$ cat src/rtl/sam_pkg.sv
// Package: constants for the status alert mask bank
package sam_pkg;
  localparam logic [7:0] SAM_CMD_MASK = 8'h1B;
  localparam logic [7:0] SAM_SEL_VOUT = 8'h7A;
  localparam logic [7:0] SAM_SEL_IOUT = 8'h7B;
  localparam logic [7:0] SAM_SEL_INPUT = 8'h7C;
  localparam logic [7:0] SAM_SEL_TEMP = 8'h7D;
  localparam logic [7:0] SAM_SEL_CML = 8'h7E;
  localparam logic [7:0] SAM_PHASE_ALL = 8'hFF;
  localparam int SAM_NUM_CLASS = 5;
  localparam logic [2:0] SAM_IDX_VOUT = 3'h0;
  localparam logic [2:0] SAM_IDX_IOUT = 3'h1;
  localparam logic [2:0] SAM_IDX_INPUT = 3'h2;
  localparam logic [2:0] SAM_IDX_TEMP = 3'h3;
  localparam logic [2:0] SAM_IDX_CML = 3'h4;
  localparam logic [2:0] SAM_IDX_NONE = 3'h7;
  // Writable bit positions per class
  localparam logic [7:0] SAM_WMASK_VOUT = 8'hFC;
  localparam logic [7:0] SAM_WMASK_IOUT = 8'hB0;
  localparam logic [7:0] SAM_WMASK_INPUT = 8'hE8;
  localparam logic [7:0] SAM_WMASK_TEMP = 8'hC0;
  localparam logic [7:0] SAM_WMASK_CML = 8'hFA;
  // Bits of the input class that reset to zero regardless of stored copy
  localparam logic [7:0] SAM_INPUT_ZERO_RST = 8'hE0;
  localparam logic [2:0] SAM_LOAD_CYCLES = 3'h1;
endpackage

$ cat src/rtl/sam_alert_mask_bank.sv
// Status alert mask bank: mask storage, command decode and alert gating
`timescale 1ns/1ps

//////////////////////////////////////////////////////////////////////////////
// What this block does
// Mask bit 0 lets its status bit raise alert; 1 blocks it.
// Masks never touch status bits; they only gate the alert path.
// Selector 7Ah picks the output-voltage mask.
// Command 1Bh shared; 7Bh output-current mask, 7Ch input mask.
// Selector 7Dh temperature mask, 7Eh communication/memory/logic mask.
// Host updates a mask with a word write to command 1Bh.
// Write word low byte is selector, high byte is new mask.
// Readback is a process call returning the selected mask byte.
// Readback writes one-byte selector block, answers one-byte mask block.
// Masks usable only while phase selection equals FFh.
// Reset values come from stored copy; writes act at once.
// Output-voltage mask bits 7..2 gate six conditions; bits 1:0 read 00b.
// Output-current mask bits 7,5,4 gate; others gate nothing.
// Input mask bits 7..5 writable resetting 0, bit 3 low input.
// Temperature mask bits 7,6 gate; bits 5:0 read zero.
// Comm mask bits 7,6,5,4,3,1 gate; bits 2,0 read zero.
// After the load, alert active while any unmasked status bit set; read-only bits ignore writes.
module sam_alert_mask_bank
  import sam_pkg::*;
(
  input wire logic i_mclk,
  input wire logic i_srst,
  input wire logic i_cmd_valid,
  input wire logic [7:0] i_cmd_code,
  input wire logic i_cmd_is_read,
  input wire logic [7:0] i_cmd_lo,
  input wire logic [7:0] i_cmd_hi,
  input wire logic [7:0] i_phase,
  input wire logic [39:0] i_nvm_masks,
  input wire logic [7:0] i_status_vout,
  input wire logic [7:0] i_status_iout,
  input wire logic [7:0] i_status_input,
  input wire logic [7:0] i_status_temp,
  input wire logic [7:0] i_status_cml,
  output logic o_rsp_valid,
  output logic [7:0] o_rsp_count,
  output logic [7:0] o_rsp_data,
  output logic o_cmd_reject,
  output logic o_alert_n
);

  //////////////////////////////////////////////////////////////////////////
  // Selector decode, shared by the write, read and refusal paths
  function automatic logic [2:0] sel_to_idx(input logic [7:0] sel);
    case (sel)
      SAM_SEL_VOUT: sel_to_idx = SAM_IDX_VOUT;
      SAM_SEL_IOUT: sel_to_idx = SAM_IDX_IOUT;
      SAM_SEL_INPUT: sel_to_idx = SAM_IDX_INPUT;
      SAM_SEL_TEMP: sel_to_idx = SAM_IDX_TEMP;
      SAM_SEL_CML: sel_to_idx = SAM_IDX_CML;
      default: sel_to_idx = SAM_IDX_NONE;
    endcase
  endfunction

  // Writable positions per class; read-only bits are cut on every write
  function automatic logic [7:0] idx_wmask(input logic [2:0] idx);
    case (idx)
      SAM_IDX_VOUT: idx_wmask = SAM_WMASK_VOUT;
      SAM_IDX_IOUT: idx_wmask = SAM_WMASK_IOUT;
      SAM_IDX_INPUT: idx_wmask = SAM_WMASK_INPUT;
      SAM_IDX_TEMP: idx_wmask = SAM_WMASK_TEMP;
      SAM_IDX_CML: idx_wmask = SAM_WMASK_CML;
      default: idx_wmask = 8'h00;
    endcase
  endfunction

  //////////////////////////////////////////////////////////////////////////
  // Commands stay refused until every class holds its stored copy
  typedef enum logic [1:0] {ST_LOAD, ST_RUN} sam_state_t;
  sam_state_t state_reg;

  logic [2:0] sel_idx;
  logic sel_ok;
  logic phase_ok;
  logic accept;
  logic mem_we;
  logic [2:0] mem_waddr;
  logic [7:0] mem_wdata;
  logic [2:0] load_idx_reg;
  logic [7:0] rd_word;
  logic [39:0] mask_all;
  logic rd_pend_reg;
  logic [2:0] rd_idx_reg;
  logic [39:0] status_all;
  logic [39:0] effective_mask;
  logic alert_reg;

  assign sel_idx = sel_to_idx(i_cmd_lo);
  assign sel_ok = (sel_idx != SAM_IDX_NONE);
  assign phase_ok = (i_phase == SAM_PHASE_ALL);
  // Other command codes are left alone: no refusal and no answer
  assign accept = i_cmd_valid && (i_cmd_code == SAM_CMD_MASK) && sel_ok && phase_ok
                  && (state_reg == ST_RUN);

  //////////////////////////////////////////////////////////////////////////
  // After reset, copy stored defaults one class per cycle before serving
  always_ff @(posedge i_mclk)
  begin
    if (i_srst)
    begin
      state_reg <= ST_LOAD;
      load_idx_reg <= 3'h0;
    end
    else
    begin
      case (state_reg)
        ST_LOAD:
        begin
          if (load_idx_reg == 3'(SAM_NUM_CLASS - 1))
            state_reg <= ST_RUN;
          load_idx_reg <= load_idx_reg + SAM_LOAD_CYCLES;
        end
        ST_RUN: state_reg <= ST_RUN;
        default: state_reg <= ST_LOAD;
      endcase
    end
  end

  always_comb
  begin
    mem_we = 1'b0;
    mem_waddr = 3'h0;
    mem_wdata = 8'h00;
    if (state_reg == ST_LOAD)
    begin
      mem_we = 1'b1;
      mem_waddr = load_idx_reg;
      mem_wdata = i_nvm_masks[load_idx_reg*8 +: 8] & idx_wmask(load_idx_reg);
      // Input bits 7..5 restart cleared whatever the stored copy holds
      if (load_idx_reg == SAM_IDX_INPUT)
        mem_wdata = mem_wdata & ~SAM_INPUT_ZERO_RST;
    end
    else if (accept && !i_cmd_is_read)
    begin
      mem_we = 1'b1;
      mem_waddr = sel_idx;
      mem_wdata = i_cmd_hi & idx_wmask(sel_idx);
    end
  end

  // Read port follows the selector every cycle; only a taken read uses it
  sam_mask_mem u_mem (
    .i_mclk(i_mclk),
    .i_srst(i_srst),
    .i_we(mem_we),
    .i_waddr(mem_waddr),
    .i_wdata(mem_wdata),
    .i_raddr(sel_idx),
    .o_rdata(rd_word),
    .o_all(mask_all)
  );

  //////////////////////////////////////////////////////////////////////////
  // Readback answer two cycles after the request, a one-byte block
  // Registered data path costs a cycle but keeps the answer glitch-free
  always_ff @(posedge i_mclk)
  begin
    if (i_srst)
    begin
      rd_pend_reg <= 1'b0;
      rd_idx_reg <= 3'h0;
    end
    else
    begin
      rd_pend_reg <= accept && i_cmd_is_read;
      // Selector kept so read-only bits are cleared on the way out
      rd_idx_reg <= sel_idx;
    end
  end

  always_ff @(posedge i_mclk)
  begin
    if (i_srst)
    begin
      o_rsp_valid <= 1'b0;
      o_rsp_count <= 8'h00;
      o_rsp_data <= 8'h00;
    end
    else
    begin
      o_rsp_valid <= rd_pend_reg;
      o_rsp_count <= rd_pend_reg ? 8'h01 : 8'h00;
      o_rsp_data <= rd_pend_reg ? (rd_word & idx_wmask(rd_idx_reg)) : 8'h00;
    end
  end

  // Refusal pulse: bad selector, wrong phase, or still loading
  always_ff @(posedge i_mclk)
  begin
    if (i_srst)
      o_cmd_reject <= 1'b0;
    else
      o_cmd_reject <= i_cmd_valid && (i_cmd_code == SAM_CMD_MASK) && !accept;
  end

  //////////////////////////////////////////////////////////////////////////
  // Status is read only here, never written: masking leaves it untouched
  assign status_all = {i_status_cml, i_status_temp, i_status_input, i_status_iout, i_status_vout};

  // Unimplemented positions count as masked so they can never raise alert
  genvar c;
  generate
    for (c = 0; c < SAM_NUM_CLASS; c++)
    begin : g_gate
      assign effective_mask[c*8 +: 8] = mask_all[c*8 +: 8] | ~idx_wmask(3'(c));
    end
  endgenerate

  // Held inactive during the load so stale zeros cannot cause a glitch
  // One cycle of latency from status to pin, traded for a clean output
  always_ff @(posedge i_mclk)
  begin
    if (i_srst)
      alert_reg <= 1'b0;
    else
      alert_reg <= (state_reg == ST_RUN) && |(status_all & ~effective_mask);
  end

  assign o_alert_n = ~alert_reg;
endmodule

$ cat src/rtl/sam_mask_mem.sv
// Small register memory holding the five mask bytes
`timescale 1ns/1ps
module sam_mask_mem
  import sam_pkg::*;
(
  input wire logic i_mclk,
  input wire logic i_srst,
  input wire logic i_we,
  input wire logic [2:0] i_waddr,
  input wire logic [7:0] i_wdata,
  input wire logic [2:0] i_raddr,
  output logic [7:0] o_rdata,
  output logic [39:0] o_all
);
  logic [7:0] mem_reg [SAM_NUM_CLASS];

  genvar g;
  generate
    for (g = 0; g < SAM_NUM_CLASS; g++)
    begin : g_word
      always_ff @(posedge i_mclk)
      begin
        if (i_srst)
          mem_reg[g] <= 8'h00;
        else if (i_we && (i_waddr == 3'(g)))
          mem_reg[g] <= i_wdata;
      end
      assign o_all[g*8 +: 8] = mem_reg[g];
    end
  endgenerate

  always_ff @(posedge i_mclk)
  begin
    if (i_srst)
      o_rdata <= 8'h00;
    else if (i_raddr < 3'(SAM_NUM_CLASS))
      o_rdata <= mem_reg[i_raddr];
    else
      o_rdata <= 8'h00;
  end
endmodule

$ cat config.mk
export PLATFORM = sky130hd
export DESIGN_NAME = sam_alert_mask_bank
export DESIGN_NICKNAME = d
export VERILOG_FILES = /design/src/rtl/sam_pkg.sv /design/src/rtl/sam_alert_mask_bank.sv /design/src/rtl/sam_mask_mem.sv
export SDC_FILE = /design/constraint.sdc
export NUM_CORES = 1
export LEC_CHECK = 0
export CORE_MARGIN = 10
export CORE_UTILIZATION = 60
export CTS_CLUSTER_DIAMETER = 200
export DETAILED_ROUTE_END_ITERATION = 12
export DONT_BUFFER_PORTS = 1
export PLACE_DENSITY = 0.76
export SKIP_CTS_REPAIR_TIMING = 1
export SLEW_MARGIN = 20
export SYNTH_ARGS = -nofsm -noshare
export SYNTH_HDL_FRONTEND = slang
export SYNTH_HIERARCHICAL = 1
export SYNTH_SLANG_ARGS = --single-unit
export TNS_END_PERCENT = 20
$ cat constraint.sdc
create_clock -name i_mclk -period 3.1 [get_ports i_mclk]
set_input_delay 0.465 -clock i_mclk [delete_from_list [all_inputs] [get_ports i_mclk]]
set_output_delay 0.465 -clock i_mclk [all_outputs]
set_load 0.01 [all_outputs]
* Word-level counts from Yosys, hierarchy flattened
Memories as Yosys holds them, arrays and structs flattened. A register that Yosys moved wholly into a read port is not among the register bits.
Index checks and enable logic that the tools add are counted.
** Storage, ports and cells
- Output and inout port bits :: 19
- RAM bits :: 40
- Logic and storage cells :: 115
- Input port bits :: 116
- Bits in registers :: 28
- Memories :: 1
** Cells by class
- Shift-type cells :: 1
- $lt $le $gt $ge :: 1
- Add/subtract/negate cells :: 1
- Bitwise gates (word level) :: 13
- Eq/ne operators :: 26
- Muxes and demuxes :: 40
- Reductions and logical operators :: 23
** Memories
- u_mem.mem_reg :: depth 5, bits a word 8, rd ports 6, clocked after memory_dff 1, wr ports 5, RTL line sam_mask_mem.sv:15 : logic [7:0] mem_reg [SAM_NUM_CLASS];
** Operator list (number)
- $pmux 8 s5 :: 3
- $mux 8 :: 12
- $and 40x40->40 :: 1
- $eq 8x7->1 const B :: 5
- $not 40->40 :: 1
- $reduce_or 40->1 :: 1
- $shiftx 40x7->8 :: 1
- $and 8x8->8 :: 3
- $eq 3x2->1 const B :: 8
- $mux 1 :: 20
- $pmux 3 s5 :: 1
- $logic_and 1x1->1 :: 13
- $eq 3x1->1 const B :: 4
- $eq 3x3->1 const B :: 4
- $logic_not 3->1 :: 4
- $eq 8x5->1 const B :: 1
- $eq 8x8->1 const B :: 1
- $mux 3 :: 2
- $or 1x1->1 :: 5
- $pmux 2 s2 :: 1
- $reduce_or 2->1 :: 2
- $add 3x1->3 const B :: 1
- $lt 3x3->1 const B :: 1
- $ne 3x3->1 const B :: 1
- 6 further kinds :: 9

* Longest topological paths before layout
- Depth after elaboration :: 15
- Gate-level depth with buffers :: 9
- Mapped depth without buffers :: 7

* Hierarchy
The synthesis kept the hierarchy.
** Modules (own cells, without submodules)
- sam_mask_mem :: times used 1, area each 2092.0 sq um, cells an instance 144, sequential area each 1361.3 sq um
- sam_alert_mask_bank :: times used 1, area each 1477.7 sq um, cells an instance 188, sequential area each 360.3 sq um

* Worst setup path before layout
Ideal clock, no wire load.
- Kind :: input-to-reg
- Start point :: input port i_cmd_lo[1]
- End point :: memory u_mem.mem_reg[2][0] (enable)
- Slack :: 500 ps
- Setup time :: 261 ps
- Arrival time :: 2339 ps
- Required time :: 2839 ps
- Stages on the path :: 8
- Cell sequence :: buf_4 and3_4 nor4_2 nand4b_1 buf_2 o22ai_1 inv_1 a31o_2
** RTL lines
- from (decl) :: RTL line sam_alert_mask_bank.sv:31 : input wire logic [7:0] i_cmd_lo,
- to (decl) :: RTL line sam_mask_mem.sv:15

==> run_results.csv <==
group,metric,value,unit
cts,insertion_delay,0.33,ns
final_layout,nNetsFinal,439,
floorplanning,die_w,94.54,um
grt,grt_max_degree,20,
worst_setup_path,worstSetupEndpointType,"register",
sta,setup_viol,0,
grt,first_global_vias,2499,
floorplanning,die_h,94.54,um
sta,max_freq,448.2,MHz
final_layout,diodes,0,
placement,dp_slack,0.5947,ns
floorplanning,die_area,0.008937,mm^2
power,ir_worst_vdd,0.3262,mV
grt,grt_pass1_wl,12.92,mm
placement,place_area,0.003342,mm^2
route,vias_per_cell,6.081,
route,num_vias,2408,
sta,relSlewSlack,56.13,%
placement,portBuffers,0,
final_layout,area_growth,6.907,%
min_path,hp-class,"primary input to register",
cts,cts_buffers,9,
cts,clk_path_buf_depth,2,
final_layout,utilization,65.52,%
grt,antenna_found_initial,0,
worst_setup_path,cp.arrival,2.43,ns
sta,skew,0.005036,ns
route,drc_errors,0,
cts,root_buffer,"clkbuf_8",
floorplanning,fp.coreArea,0.005439,mm^2
sta,slew_violations,0,
placement,hpwlAfterDp,6.213,mm
route,detail_route.wl_per_cell,20.80,um
cts,cts_tree,"yes",
final_layout,drive_gt1_share,13.58,%
final_layout,nFillCells,434,
route,routed_wl,8.236,mm
sta,fin_crit_sh,71.98,%
final_layout,fin_area,0.003563,mm^2
sta,min_period,2.231,ns
worst_setup_path,cp-start-kind,"primary input",
yosys,synth_area,0.003333,mm^2
cts,clk_pin_slew,0.06,ns
flow_run,drv_cap,0,
sta,worst_slew_pin_slew,0.6524,ns
worst_setup_path,worst-setup-path-type,"primary input to register",
route,drt_iter0_markers,144,
placement,gp_congestion,0.8774,
route,postRouteAntennaNets,0,
grt,track_usage,18.77,%
sta,fin_ws,0.8687,ns
grt,overflow,0,
yosys,synth_area_per_cell,10.51,um^2
route,first_pass_iters,5,
worst_setup_path,path_max_fanout,11,
power,p_leak,1.461,nW
sta,final_hold_viol_count,0,
cts,htreeDepth,3,
yosys,syn_inst,317,
outcome,status,"finished, final reports clean",
final_layout,largest_reg_flops,35,
power,power_density,587.3,mW/mm^2
cts,clock-sinks,60,
floorplanning,io_pins,135,
yosys,yosysWarnings,6,
sta,setup_tns,0,ns
worst_setup_path,crit_required,3.30,ns
floorplanning,row_count,27,
floorplanning,start_util,61.28,%
sta,rsz0062_at_grt,"no",
## cell usage in the layout (no fill, tap or decap), drive strengths merged, types with 2 or more instances in the layout
cell type,n
nor2,16
nor3b,2
a31oi,2
nand2,12
nand3b,2
mux4,5
nor4,5
ha,4
edfxtp,35
nor3,7
and3,6
nand4,4
buf,5
inv,28
o21bai,2
o21ai,9
xor2,2
o22ai,20
clkinv,2
a21o,3
mux2,7
nand3,7
and2,36
clkbuf,13
mux2i,9
nand2b,10
a31o,4
conb,8
nor2b,7
a211oi,7
a21oi,6
dfxtp,25
o211ai,2
## cell type report
| cell class | instances | area (um^2) | share of cell area [%] |
|---|---|---|---|
| clock buffers | 13 | 181.4 | 5.091 |
| clock inverters | 3 | 40.04 | 1.124 |
| inverters | 28 | 105.1 | 2.949 |
| multi-input cells | 215 | 1558 | 43.71 |
| flip-flops and latches | 60 | 1551 | 43.54 |
| well taps | 72 | 90.09 | 2.528 |
| repair buffers | 5 | 37.54 | 1.053 |
## worst max-delay path, stage by stage
cell and delay [ns]:
nand3_1 0.07, nor3b_2 0.46, nand4b_1 0.17, buf_4 0.22
nand2_1 0.12, or3b_4 0.46, nor3_4 0.28, and2_1 0.18
## metrics by stage
stage               instances  power (mW)  hold slack [ns]
CTS                       396       2.102           0.1810
global route              396       2.194           0.1748
global placement          380       1.333           0.4029
finish                    396       2.093           0.1994
floorplan                 324       1.262           0.3997
detailed placement        380       1.343           0.4110
## final timing paths
check / from / cells after the start / slack [ns] / end
hold reg to reg: u_mem/o_rdata[4]$_SDFF_PP0_ / 2 / 0.42 / o_rsp_data[4]$_SDFF_PP0_
setup reg to reg: load_idx_reg[0]$_SDFFE_PP0N_ / 6 / 0.87 / u_mem/mem_reg[4][7]$_SDFFCE_PN0P_
setup / recovery: i_cmd_lo[5] / 8 / 0.87 / u_mem/mem_reg[2][4]$_SDFFCE_PN0P_
hold / removal: i_srst / 1 / 0.20 / load_idx_reg[0]$_SDFFE_PP0N_
## power breakdown
part | internal, mW | leakage, nW | total, mW | switching, mW
combinational | 0.148 | 0.773 | 0.357 | 0.209
sequential | 0.924 | 0.574 | 0.978 | 0.0534
clock | 0.467 | 0.114 | 0.758 | 0.291
total | 1.54 | 1.46 | 2.09 | 0.554
## per-layer routing
layer  vias up  part of all wire (%)  GRT usage [%]  wire length (um)
met2       110                    51          31.58              4202
li1       1131                     -              -                 -
met1      1157                    38          21.05              3107
met3        10                   9.9          6.503               814
met5         -                     0              0                 0
met4         0                   1.4          8.479               112
Power figures use the tool's default switching activity.
